**src/common/mrc_defines.svh**
```systemverilog
// mrc_defines.svh: offsets, field positions, reset values and timing counts
// assumes a 20 MHz core clock; included by bare name
`ifndef MRC_DEFINES_SVH
`define MRC_DEFINES_SVH
`define MRC_CLK_NS 50
// register offsets (byte addresses, one word each)
`define MRC_OFS_CMD 4'h0
`define MRC_OFS_CA_VREF 4'h4
`define MRC_OFS_HC_CTRL 4'h8
`define MRC_OFS_STATUS 4'hC
// field positions
`define MRC_CA_VREF_VAL_MSB 5
`define MRC_CA_VREF_RANGE_BIT 6
`define MRC_HC_MODE_BIT 3
// reset values
`define MRC_CA_VREF_RST 7'h4D
`define MRC_HC_CTRL_RST 8'h00
// mode register addresses carried by the command word
`define MRC_MA_CA_VREF 6'h0C
`define MRC_MA_HC_CTRL 6'h0D
// settling times, max, in ns; counts round down, at least one cycle
`define MRC_HC_ENABLE_NS 200
`define MRC_HC_DISABLE_NS 100
`define MRC_VREF_SHORT_NS 100
`define MRC_CYC_DN(ns) (((ns) / `MRC_CLK_NS) < 1 ? 1 : ((ns) / `MRC_CLK_NS))
`define MRC_HC_ENABLE_CYC `MRC_CYC_DN(`MRC_HC_ENABLE_NS)
`define MRC_HC_DISABLE_CYC `MRC_CYC_DN(`MRC_HC_DISABLE_NS)
`define MRC_VREF_SHORT_CYC `MRC_CYC_DN(`MRC_VREF_SHORT_NS)
`endif

```
**src/common/mrc_pkg.sv**
```systemverilog
// mrc_pkg.sv: types shared by the mode register block
// assumes nothing of its surroundings
package mrc_pkg;
  typedef enum logic [1:0] {
    MRC_CMD_NONE,
    MRC_CMD_READ,
    MRC_CMD_WRITE
  } mrc_cmd_type;
  typedef enum {
    MRC_IDLE,
    MRC_SETTLE
  } mrc_state_type;
endpackage

```
**src/core/mrc_mode_register.sv**
```systemverilog
// mrc_mode_register.sv: mode register read/write command handling for the device
// assumes an Avalon-MM master on clk and a command strobe from a link clock on a pin
//
// Overview of operation
// - bank state before a mode register command is kept once it completes.
// - writing one to high-current bit enters high-current mode; zero leaves it.
// - reference voltage range and value changes accepted regardless of high-current mode.
// - command/address vref register holds six-bit value and range select in bit six.
//
// Design decisions made here: the placing of the registers and the Avalon-MM interface to the registers.
`timescale 1ns/1ps
`include "mrc_defines.svh"
module mrc_mode_register
  import mrc_pkg::*;
#(
  parameter int HC_ENABLE_CYC = `MRC_HC_ENABLE_CYC,
  parameter int HC_DISABLE_CYC = `MRC_HC_DISABLE_CYC,
  parameter int VREF_SHORT_CYC = `MRC_VREF_SHORT_CYC
) (
  input wire logic clk,
  input wire logic rst,
  // link side: command sampled on rising edges of the link clock pin
  input wire logic linkClk,
  input wire logic cmdValid,
  input wire logic cmdIsWrite,
  input wire logic [5:0] cmdAddr,
  input wire logic [7:0] cmdData,
  output logic [7:0] readData,
  output logic readDataValid,
  // device state
  output logic hcMode,
  output logic [5:0] caVrefValue,
  output logic caVrefRange,
  output logic settleBusy,
  // Avalon-MM slave
  input wire logic [3:0] avsAddress,
  input wire logic avsRead,
  input wire logic avsWrite,
  input wire logic [31:0] avsWritedata,
  output logic [31:0] avsReaddata,
  output logic avsWaitrequest
);
  initial begin
    if (HC_ENABLE_CYC < 1 || HC_DISABLE_CYC < 1 || VREF_SHORT_CYC < 1 ||
        HC_ENABLE_CYC > 65535 || HC_DISABLE_CYC > 65535 || VREF_SHORT_CYC > 65535)
      $error("mrc_mode_register: settle counts out of range");
  end

  logic [2:0] lclkSync_reg;
  logic [1:0] validSync_reg;
  logic [1:0] writeSync_reg;
  logic [5:0] addrSync0_reg, addrSync1_reg;
  logic [7:0] dataSync0_reg, dataSync1_reg;
  logic [6:0] caVref_reg;
  logic [7:0] hcCtrl_reg;
  logic [7:0] readData_reg;
  logic readDataValid_reg;
  logic [15:0] settleCnt_reg;
  logic [15:0] vrefCnt_reg;
  logic [31:0] avsReaddata_reg;
  logic avsAck_reg;
  logic [15:0] cmdCount_reg;
  mrc_state_type state_reg;
  mrc_cmd_type cmdKind;
  logic linkRise;
  logic swWrite;
  logic [7:0] swData;
  logic [5:0] swAddr;

  // two-stage synchronisers; only the second stage and later are read
  always_ff @(posedge clk) begin
    lclkSync_reg <= {lclkSync_reg[1:0], linkClk};
    validSync_reg <= {validSync_reg[0], cmdValid};
    writeSync_reg <= {writeSync_reg[0], cmdIsWrite};
    addrSync0_reg <= cmdAddr;
    addrSync1_reg <= addrSync0_reg;
    dataSync0_reg <= cmdData;
    dataSync1_reg <= dataSync0_reg;
  end

  // link inputs are stable across a link edge, so sampling synced copies at the edge is safe
  assign linkRise = lclkSync_reg[1] & ~lclkSync_reg[2];
  always_comb begin
    cmdKind = MRC_CMD_NONE;
    if (linkRise && validSync_reg[1])
      cmdKind = writeSync_reg[1] ? MRC_CMD_WRITE : MRC_CMD_READ;
  end

  // software may also issue a mode register write through the command word
  // it lands on the edge at which waitrequest is seen low, never on the wait cycle
  assign swWrite = avsWrite && avsAck_reg && avsAddress == `MRC_OFS_CMD;
  assign swAddr = avsWritedata[13:8];
  assign swData = avsWritedata[7:0];

  // mode registers; bank state is never touched here, so it survives the command
  always_ff @(posedge clk) begin
    if (rst) begin
      caVref_reg <= `MRC_CA_VREF_RST;
      hcCtrl_reg <= `MRC_HC_CTRL_RST;
    end else if (cmdKind == MRC_CMD_WRITE) begin
      if (addrSync1_reg == `MRC_MA_CA_VREF)
        caVref_reg <= dataSync1_reg[`MRC_CA_VREF_RANGE_BIT:0];
      if (addrSync1_reg == `MRC_MA_HC_CTRL)
        hcCtrl_reg <= dataSync1_reg;
    end else if (swWrite) begin
      if (swAddr == `MRC_MA_CA_VREF)
        caVref_reg <= swData[`MRC_CA_VREF_RANGE_BIT:0];
      if (swAddr == `MRC_MA_HC_CTRL)
        hcCtrl_reg <= swData;
    end
  end

  assign hcMode = hcCtrl_reg[`MRC_HC_MODE_BIT];
  assign caVrefValue = caVref_reg[`MRC_CA_VREF_VAL_MSB:0];
  assign caVrefRange = caVref_reg[`MRC_CA_VREF_RANGE_BIT];

  // settle window after a high-current mode change; shown so software can wait it out
  always_ff @(posedge clk) begin
    if (rst) begin
      state_reg <= MRC_IDLE;
      settleCnt_reg <= 16'h0000;
    end else begin
      case (state_reg)
        MRC_IDLE: begin
          if ((cmdKind == MRC_CMD_WRITE && addrSync1_reg == `MRC_MA_HC_CTRL &&
               dataSync1_reg[`MRC_HC_MODE_BIT] != hcMode) ||
              (cmdKind != MRC_CMD_WRITE && swWrite && swAddr == `MRC_MA_HC_CTRL &&
               swData[`MRC_HC_MODE_BIT] != hcMode)) begin
            state_reg <= MRC_SETTLE;
            settleCnt_reg <= hcMode ? 16'(HC_DISABLE_CYC) : 16'(HC_ENABLE_CYC);
          end
        end
        MRC_SETTLE: begin
          if (settleCnt_reg <= 16'h0001) begin
            state_reg <= MRC_IDLE;
            settleCnt_reg <= 16'h0000;
          end else begin
            settleCnt_reg <= settleCnt_reg - 16'h0001;
          end
        end
        default: state_reg <= MRC_IDLE;
      endcase
    end
  end

  // vref step timer restarted by each vref register write
  always_ff @(posedge clk) begin
    if (rst)
      vrefCnt_reg <= 16'h0000;
    else if ((cmdKind == MRC_CMD_WRITE && addrSync1_reg == `MRC_MA_CA_VREF) ||
             (swWrite && swAddr == `MRC_MA_CA_VREF))
      vrefCnt_reg <= 16'(VREF_SHORT_CYC);
    else if (vrefCnt_reg != 16'h0000)
      vrefCnt_reg <= vrefCnt_reg - 16'h0001;
  end

  assign settleBusy = (state_reg == MRC_SETTLE) || (vrefCnt_reg != 16'h0000);

  // mode register read answer; unmapped addresses return zero
  always_ff @(posedge clk) begin
    if (rst) begin
      readData_reg <= 8'h00;
      readDataValid_reg <= 1'b0;
    end else begin
      readDataValid_reg <= (cmdKind == MRC_CMD_READ);
      if (cmdKind == MRC_CMD_READ) begin
        if (addrSync1_reg == `MRC_MA_CA_VREF)
          readData_reg <= {1'b0, caVref_reg};
        else if (addrSync1_reg == `MRC_MA_HC_CTRL)
          readData_reg <= hcCtrl_reg;
        else
          readData_reg <= 8'h00;
      end
    end
  end
  assign readData = readData_reg;
  assign readDataValid = readDataValid_reg;

  // count of link commands taken, for software observation
  always_ff @(posedge clk) begin
    if (rst)
      cmdCount_reg <= 16'h0000;
    else if (cmdKind != MRC_CMD_NONE)
      cmdCount_reg <= cmdCount_reg + 16'h0001;
  end

  // bus slave: one wait cycle, answer on the second cycle of each access
  always_ff @(posedge clk) begin
    if (rst) begin
      avsAck_reg <= 1'b0;
      avsReaddata_reg <= 32'h00000000;
    end else begin
      avsAck_reg <= (avsRead || avsWrite) && !avsAck_reg;
      if (avsRead && !avsAck_reg) begin
        case (avsAddress)
          `MRC_OFS_CA_VREF: avsReaddata_reg <= {25'h0000000, caVref_reg};
          `MRC_OFS_HC_CTRL: avsReaddata_reg <= {24'h000000, hcCtrl_reg};
          `MRC_OFS_STATUS: avsReaddata_reg <= {cmdCount_reg, 14'h0000, hcMode, settleBusy};
          default: avsReaddata_reg <= 32'h00000000;
        endcase
      end
    end
  end
  assign avsWaitrequest = (avsRead || avsWrite) && !avsAck_reg;
  assign avsReaddata = avsReaddata_reg;
endmodule

```
**config.mk**
```make
export PLATFORM = sky130hd
export DESIGN_NAME = mrc_mode_register
export DESIGN_NICKNAME = d
export VERILOG_FILES = /design/src/common/mrc_pkg.sv /design/src/core/mrc_mode_register.sv
export VERILOG_INCLUDE_DIRS = /design/src /design/src/common
export SDC_FILE = /design/constraint.sdc
export NUM_CORES = 1
export LEC_CHECK = 0
export BUFFER_PORTS_ARGS = -buffer_cell sky130_fd_sc_hd__buf_4
export CAP_MARGIN = 40
export CORE_UTILIZATION = 49
export DETAILED_ROUTE_END_ITERATION = 7
export PLACE_DENSITY = 0.75
export SYNTH_ARGS = -nofsm -noshare
export SYNTH_HDL_FRONTEND = slang
export SYNTH_SLANG_ARGS = --single-unit
export TNS_END_PERCENT = 50
```
**constraint.sdc**
```tcl
create_clock -name clk -period 2 [get_ports clk]
set_input_delay 0.4 -clock clk [delete_from_list [all_inputs] [get_ports clk]]
set_output_delay 0.4 -clock clk [all_outputs]
set_load 0.02 [all_outputs]
```
==> results.yml, run 1 <==
sta:
  grt_setup_unrepaired: "true"
  setup_violations: 1
  finalHoldViolCount: 0
  setup_tns_ns: -0.366
  fin_crit_ns: 2.37
  tightest_slew_ns: 0.568
  clock_skew_ns: 0.00649
  setup_ws_ns: -0.366
  report.final.slew_viol_count: 0
  slew_headroom_pct: 62.1
  fin_crit_sh_pct: 118
  clock.fmax_ghz: 0.423
outcome:
  status: "finished with violations"
  violations: "negative setup slack"
power_and_ir_drop:
  ir_drop_v: 0.000902
  power.total_mw: 7.56
  p_leak_nw: 2.79
  power-per-cell-area_nw_per_um2: 1100
floorplanning:
  floorplan.initialDensity_pct: 50.9
  die_w_um: 106
  coreArea_um2: 10400
  fp-row-count: 37
  die_h_um: 106
  io_pins: 108
  die_area_um2: 11200
clock_tree:
  cts_buffers: 17
  clock-root-buffer: "clkbuf_8"
  clock_insertion_delay_worst_skew_ns: 0.53
  clockBufferDepth: 2
  tritoncts: "done"
  clk_pin_slew_worst_paths_ns: 0.06
  h-tree-depth: 4
  clock-sinks: 133
synthesis:
  syn_area_per_cell_um2: 9.47
  ys_seq_elements: 133
  synth_commonest_cells: "dfxtp_1 (133), nor2_1 (96), a22oi_1 (29)"
  netlist_instances: 558
  ys_warn_count: 0
  synth_edf_count: 0
  synth_area_um2: 5280
  netlist_top_cells_area: "dfxtp_1 (50%), nor2_1 (6.8%), a22oi_1 (4.1%)"
  yosysSeqAreaShare_pct: 50.4
  yosysMostFrequentCell: "dfxtp_1"
  yosysTopAreaCell: "dfxtp_1"
  ys_types: 61
  synthArstFlopShare_pct: 0
  synth-main-ff-cell: "dfxtp_1"
  yosysTopAreaCellShare_pct: 50.4
detailed_routing:
  ant_nets: 0
  avgViaCountPerCell: 5.47
  routed_wl_mm: 12.6
  wl_per_cell_um: 15.3
  drt_iter0_markers: 239
  dr.pass1.iters: 4
  vias: 4491
  drc: 0
layout:
  drive_gt1_share_pct: 24.5
  syn_to_final_growth_pct: 30.6
  largest_reg_flops: 24
  seqCellArea_um2: 2660
  nFillCells: 806
  nNetsFinal: 735
  n_antenna_cell: 0
  multi_input_area_um2: 2430
global_route:
  antenna_found_initial: 0
  grt_remaining_overflow: 0
  track_usage_pct: 23.6
  grt_pass1_vias: 4390
  grt_max_degree: 37
  grt_first_pass_wirelength_mm: 20.5
setup_path:
  critPathMaxFanout: 2
  end_kind: "output port"
  cp.arrival_ns: 1.97
  crit_type: "reg2out"
  required_ns: 1.60
  critical_path.startpoint_type: "flip-flop"
  rr_worst_depth: 8
worst_hold_path:
  min_path_type: "in2reg"
  whs_path_depth: 3
place:
  gp_congestion: 0.780
  place_hpwl_mm: 8.49
  io_buffers: 81
flow_run:
  drv_cap: 0
==> cell families after synthesis <==
kind of cell	count (synthesis)	synth area share, %
xor gates and xnor gates	28	4.64
muxes	19	3.74
other	1	0.0710
DFF	133	50.4
and+or+nand+nor	210	20.2
AOI/OAI and AO/OA	112	14.9
buffers and inverters	50	4.78
adders and majority gates	5	1.18
==> cell usage in the layout (no fill, tap or decap), types with 11 or more instances in the layout <==
| cell type | Yosys | layout |
|---|---|---|
| a21oi_1 | 18 | 18 |
| dlygate4sd3_1 | 0 | 17 |
| nand2_1 | 25 | 24 |
| dfxtp_1 | 133 | 132 |
| a22oi_1 | 29 | 29 |
| mux2i_1 | 13 | 13 |
| clkbuf_16 | 0 | 16 |
| a211oi_1 | 21 | 21 |
| nand3_1 | 11 | 11 |
| inv_1 | 11 | 11 |
| xor2_1 | 21 | 21 |
| buf_4 | 9 | 108 |
| nor2_1 | 96 | 96 |
==> path summary, 6_finish.rpt <==
path / startpoint / end / slack, ns
worst min-delay path: avsRead / avsAck_reg / 0.16
worst max-delay path: vrefCnt_reg[3] / settleBusy / -0.37
worst max register to register: settleCnt_reg[1] / settleCnt_reg[1] / 0.09
worst min register to register: dataSync0_reg[3] / dataSync1_reg[3] / 0.33
==> report_power, final <==
| part | internal, mW | total [mW] | switching (mW) |
|---|---|---|---|
| registers | 2.84 | 3.00 | 0.166 |
| clock network | 1.77 | 2.95 | 1.18 |
| logic | 0.751 | 1.60 | 0.853 |
==> metrics by stage <==
step	hold slack (ns)	util, %	area, um^2	setup WS (ns)	cells
after global placement	0.310	58.9	6110	0.0322	770
final	0.160	66.5	6900	-0.366	821
after CTS	0.140	66.4	6880	-0.393	821
after global routing	0.153	66.5	6900	-0.438	821
after floorplan	0.310	-	5310	0.104	565
after detailed placement	0.312	58.9	6110	-0.00139	770
==> critical path, cell delays in order, from the launching register on <==
cell and delay [ns]:
dfxtp_2 0.32, or4_4 0.54, or2_4 0.26, nor2_4 0.10, nand2_2 0.07, buf_6 0.14
==> cell type report <==
type	instances	area share, %
clock inverters	14	2.19
flip-flops and latches	133	38.6
multi-input cells	382	35.2
clock buffers	17	6.00
well taps	136	2.47
inverters	11	0.598
repair buffers	128	15.0
==> per-layer routing <==
layer / vias to the layer above / GRT usage (%) / share of wire, % / wire [um]
met2: 96 / 40.2 / 51 / 6440
met5: - / 0 / 0 / 0
met4: 0 / 10.9 / 2.2 / 280
met1: 2165 / 27.5 / 43 / 5400
li1: 2209 / - / - / -
met3: 21 / 6.37 / 3.6 / 453
==> what timing repair did <==
item / 4_1_cts / 5_1_grt
hold buffers: 17 / 0
pin swaps: 3 / 1
setup buffers: 3 / 0
setup endpoints to repair: 1 / 3
resized for setup: 5 / 3
endpoints found under the hold margin: 17 / 0
Note: power is estimated with default switching activity, not from simulation.
==> inputs of run 2 (changes only) <==
--- a/config.mk
+++ b/config.mk
@@ -11,6 +11,7 @@
 export CORE_UTILIZATION = 49
 export DETAILED_ROUTE_END_ITERATION = 7
 export PLACE_DENSITY = 0.75
+export SETUP_SLACK_MARGIN = 0.15
 export SYNTH_ARGS = -nofsm -noshare
 export SYNTH_HDL_FRONTEND = slang
 export SYNTH_SLANG_ARGS = --single-unit
==> run 2 against run 1 <==
The run still ends with negative setup slack left. Clock skew up 0.0022 ns. First-iteration DRC count increased by 7.5%. Critical path depth stayed put. Critical path type unchanged. Maximum frequency grew 0.51%. Die area did not move. Final cell count is 0.73% higher. Sequential share of layout area is 0.56 points lower. Design area is 1.6% higher. Utilization is 1.1 points higher.
==> results.yml, run 2 (synthesized netlist as in run 1, its figures left out) <==
outcome:
  status: "finished with violations"
  violations: "negative setup slack"
place:
  place_hpwl_mm: 8.32
  io_buffers: 81
  gp_congestion: 0.790
  placedInstanceArea_um2: 6120
power_and_ir_drop:
  power-per-cell-area_nw_per_um2: 1090
  power.total_mw: 7.67
  p_leak_nw: 2.83
  ir_drop_v: 0.000797
layout:
  most-common-layout-cells: "dfxtp_1 (129), buf_4 (110), nor2_1 (95)"
  final_cell_area_um2: 7010
  syn_to_final_growth_pct: 32.7
  nNetsFinal: 740
  largest_reg_flops: 24
  layout_commonest_cell: "dfxtp_1"
  n_antenna_cell: 0
  drive_gt1_share_pct: 27.5
  fin_util_pct: 67.6
  nFillCells: 795
global_route:
  antenna_found_initial: 0
  grt_remaining_overflow: 0
  grt_pass1_vias: 4340
  grt_first_pass_wirelength_mm: 20.6
  track_usage_pct: 23.8
  grt_max_degree: 38
flow_run:
  drv_cap: 0
setup_path:
  r2r_end: "settleCnt_reg[1]"
  critical_path.startpoint_type: "flip-flop"
  cp-endpoint: "settleBusy"
  cp-startpoint: "vrefCnt_reg[2]"
  critPathMaxFanout: 4
  regToRegSetupSlack_ns: 0.12
  crit_type: "reg2out"
  end_kind: "output port"
  required_ns: 1.60
  cp.arrival_ns: 1.95
  rr_worst_depth: 5
  reg2reg_from: "settleCnt_reg[12]"
detailed_routing:
  ant_nets: 0
  drt_iter0_markers: 257
  vias: 4581
  dr.pass1.iters: 5
  routed_wl_mm: 12.7
  wl_per_cell_um: 15.4
  drc: 0
  avgViaCountPerCell: 5.54
floorplanning:
  floorplan.initialDensity_pct: 50.9
  fp-row-count: 37
  die_h_um: 106
  die_w_um: 106
  io_pins: 108
  die_area_um2: 11200
  coreArea_um2: 10400
clock_tree:
  h-tree-depth: 4
  clock-sinks: 133
  tritoncts: "done"
  clock-root-buffer: "clkbuf_8"
  clockBufferDepth: 2
  cts_buffers: 17
  clock_insertion_delay_worst_skew_ns: 0.53
  clk_pin_slew_worst_paths_ns: 0.06
sta:
  tightest_slew_ns: 0.519
  finalHoldViolCount: 0
  clock.fmax_ghz: 0.425
  fin_crit_sh_pct: 118
  setup_violations: 1
  slew_headroom_pct: 65.1
  clock_skew_ns: 0.00872
  setup_ws_ns: -0.354
  grt_setup_unrepaired: "true"
  report.final.slew_viol_count: 0
  fin_crit_ns: 2.35
worst_hold_path:
  min_path_type: "in2reg"
[run 2: worst min-delay path by stage]
| stage | from | end | slack [ns] | cells after the start |
|---|---|---|---|---|
| 3_3_place_gp | lclkSync_reg[0] | lclkSync_reg[1] | 0.31 | 0 |
| 2_1_floorplan | addrSync0_reg[0] | addrSync1_reg[0] | 0.31 | 0 |
| 3_5_place_dp | validSync_reg[0] | validSync_reg[1] | 0.31 | 0 |
| 5_1_grt | avsWrite | avsAck_reg | 0.19 | 3 |
| 4_1_cts | avsRead | avsAck_reg | 0.14 | 3 |
| 6_report | avsWrite | avsAck_reg | 0.16 | 3 |
[run 2: area by class of cell]
class	count	area, um^2	share of cell area, %
Clock inverter	13	121	1.73
Sequential cell	133	2670	38.1
Clock buffer	19	442	6.30
Timing Repair Buffer	133	1080	15.4
Tap cell	136	170	2.43
Inverter	11	41.3	0.589
Multi-Input combinational cell	382	2490	35.5
[run 2: metal layers]
| metal | wire [um] | up-vias | GRT usage, % |
|---|---|---|---|
| met1 | 5420 | 2185 | 28.7 |
| met5 | 0 | - | 0 |
| met3 | 717 | 33 | 6.25 |
| met4 | 331 | 0 | 11.7 |
| li1 | - | 2215 | - |
| met2 | 6280 | 148 | 39.1 |
[run 2: worst max-delay path, cell delays in order (launching register included)]
cell	delay, ns
dfxtp_2	0.33
or4_4	0.53
or2_4	0.26
nor2_4	0.10
nand2_2	0.07
buf_6	0.14
[run 2: where the power goes]
part,switching (mW),internal [mW],leakage [nW]
sequential,0.192,2.84,1.09
combinational,0.867,0.812,1.47
clock,1.23,1.73,0.269
total,2.28,5.38,2.83
[run 2: through the flow]
stage / setup TNS [ns] / std cells / hold slack [ns] / worst slack, ns
final: -0.354 / 827 / 0.158 / -0.354
after global routing: -0.434 / 827 / 0.194 / -0.434
after CTS: -0.392 / 824 / 0.144 / -0.392
after detailed placement: 0 / 771 / 0.312 / 0.0211
after global placement: 0 / 771 / 0.310 / 0.0561
after floorplan: 0 / 565 / 0.310 / 0.149
[run 2: what timing repair did]
item,4_1_cts,5_1_grt
hold buffers,17,0
hold endpoints to repair,17,0
gates cloned,0,2
buffers inserted,4,1
endpoints found under the setup margin,14,24
pin swaps,3,11
resized for setup,6,25
==> inputs of run 3 (changes only) <==
--- a/config.mk
+++ b/config.mk
@@ -10,6 +10,7 @@
 export CAP_MARGIN = 40
 export CORE_UTILIZATION = 49
 export DETAILED_ROUTE_END_ITERATION = 7
+export GPL_TIMING_DRIVEN = 0
 export PLACE_DENSITY = 0.75
 export SETUP_SLACK_MARGIN = 0.15
 export SYNTH_ARGS = -nofsm -noshare
==> run 3 against run 2 <==
The run still ends with negative setup slack left. Utilization rose by 1.0 points. Count of clock-buffer cells in the layout up 2. Routed wire length rose by 8.0%. Critical path depth grew 1. First-iteration DRC count grew 22%. Die area unchanged. Non-clock buffer count grew 18. Final cell count increased by 2.1%. Global-route usage is 2.1 points higher.
==> results.yml, run 3 (synthesized netlist as in run 1, its figures left out) <==
setup_path:
  required_ns: 1.60
  crit_type: "reg2out"
  critPathTopFamily: "simple AND/OR/NAND/NOR gates"
  reg2reg_from: "vrefCnt_reg[5]"
  critPathBufInv: 2
  path_common_cell: "buf_6"
  cp.arrival_ns: 2.04
  rr_worst_depth: 8
  crit_chain: "or4_4 > or2_1 > buf_6 > nor2_4 > nand2_2 > buf_6"
  r2r_end: "vrefCnt_reg[4]"
  regToRegSetupSlack_ns: 0.01
  slowest_stage: "or4_4"
  end_kind: "output port"
  worst-path-stages: 6
  cp-startpoint: "vrefCnt_reg[5]"
  critPathMaxFanout: 2
  critical_path.startpoint_type: "flip-flop"
  cp-endpoint: "settleBusy"
  cpPeakStageDelay_ns: 0.52
worst_hold_path:
  min_from: "avsWrite"
  whs_path_depth: 3
  min_path_type: "in2reg"
detailed_routing:
  ant_nets: 0
  drc: 0
  vias: 4680
  wl_per_cell_um: 16.3
  routed_wl_mm: 13.8
  drt_iter0_markers: 313
  dr.pass1.iters: 5
  avgViaCountPerCell: 5.55
layout:
  layout_commonest_cell: "dfxtp_1"
  fin_cells: 844
  nFillCells: 787
  final_cell_area_um2: 7120
  n_antenna_cell: 0
  nNetsFinal: 758
  largest_reg_flops: 24
  fin_util_pct: 68.6
  drive_gt1_share_pct: 26.4
  most-common-layout-cells: "dfxtp_1 (128), buf_4 (97), nor2_1 (96)"
  syn_to_final_growth_pct: 34.7
place:
  gp_congestion: 0.810
  place_hpwl_mm: 9.15
  pre_cts_ws_ns: -0.132
  placedCellCount: 783
  placedInstanceArea_um2: 6100
  io_buffers: 81
power_and_ir_drop:
  p_leak_nw: 2.90
  ir_drop_v: 0.000871
  clockPowerShare_pct: 38.6
  p_comb_share_pct: 23.5
  switchingPower_mw: 2.30
  power-per-cell-area_nw_per_um2: 1120
  switching_share_pct: 28.8
  p_seq_share_pct: 37.9
  power.total_mw: 7.98
  p_int_mw: 5.68
sta:
  setup_tns_ns: -0.436
  slew_headroom_pct: 55.8
  fin_crit_sh_pct: 122
  setup_violations: 1
  clock_skew_ns: 0.00663
  tightest_slew_ns: 0.663
  report.final.slew_viol_count: 0
  grt_setup_unrepaired: "true"
  fin_crit_ns: 2.44
  hold_slack_ns: 0.137
  clock.fmax_ghz: 0.411
  setup_ws_ns: -0.436
  finalHoldViolCount: 0
clock_tree:
  clock_insertion_delay_worst_skew_ns: 0.54
  tritoncts: "done"
  clock-root-buffer: "clkbuf_8"
  clk_pin_slew_worst_paths_ns: 0.06
  clock-sinks: 133
  clockBufferDepth: 2
  cts_buffers: 17
  h-tree-depth: 4
floorplanning:
  die_h_um: 106
  die_area_um2: 11200
  fp-row-count: 37
  die_w_um: 106
  floorplan.initialDensity_pct: 50.9
  io_pins: 108
  coreArea_um2: 10400
global_route:
  grt_pass1_vias: 4441
  grt_max_degree: 17
  grt_remaining_overflow: 0
  antenna_found_initial: 0
  grt_first_pass_wirelength_mm: 22.2
  track_usage_pct: 25.8
flow_run:
  drv_cap: 0
outcome:
  violations: "negative setup slack"
  status: "finished with violations"
[run 3: timing repair]
| item | 4_1_cts | 5_1_grt |
|---|---|---|
| hold endpoints to repair | 17 | 0 |
| setup buffers | 8 | 4 |
| pin swaps | 9 | 13 |
| hold buffers | 17 | 0 |
| resized for setup | 29 | 18 |
| cloned | 1 | 0 |
| endpoints found under the setup margin | 38 | 51 |
[run 3: layout make-up]
class | count | area [um^2] | area share (%)
clock inverter | 10 | 121 | 1.71
sequential | 133 | 2670 | 37.5
multi-input combinational | 382 | 2490 | 35.0
clock buffer | 21 | 469 | 6.59
timing repair buffer | 112 | 903 | 12.7
inverter | 11 | 43.8 | 0.615
tap | 136 | 170 | 2.39
buffer | 39 | 243 | 3.41
[run 3: per-layer routing]
layer	GRT usage, %	up-vias	wire length, um
met3	7.11	29	930
met4	11.5	0	358
li1	-	2260	-
met5	0	-	0
met2	42.6	168	6830
met1	31.4	2223	5650
[run 3: worst min path at each step]
stage / endpoint / slack [ns]
2_1_floorplan: addrSync1_reg[0] / 0.31
3_3_place_gp: lclkSync_reg[1] / 0.31
3_5_place_dp: addrSync1_reg[2] / 0.31
4_1_cts: avsAck_reg / 0.13
5_1_grt: avsAck_reg / 0.17
6_report: avsAck_reg / 0.14
[run 3: tightest hold or removal path, cell delays in order]
cell and delay, ns:
buf_4 0.08, nor2_1 0.04, nor3_1 0.11
[run 3: power by group through the flow]
stage	clock network, mW	registers, mW	logic [mW]
final	3.08	3.02	1.88
after global routing	3.25	3.04	2.03
after CTS	3.10	3.00	1.63
after detailed placement	0	3.05	1.42
after global placement	0	3.04	1.37
after floorplan	0	3.02	1.10
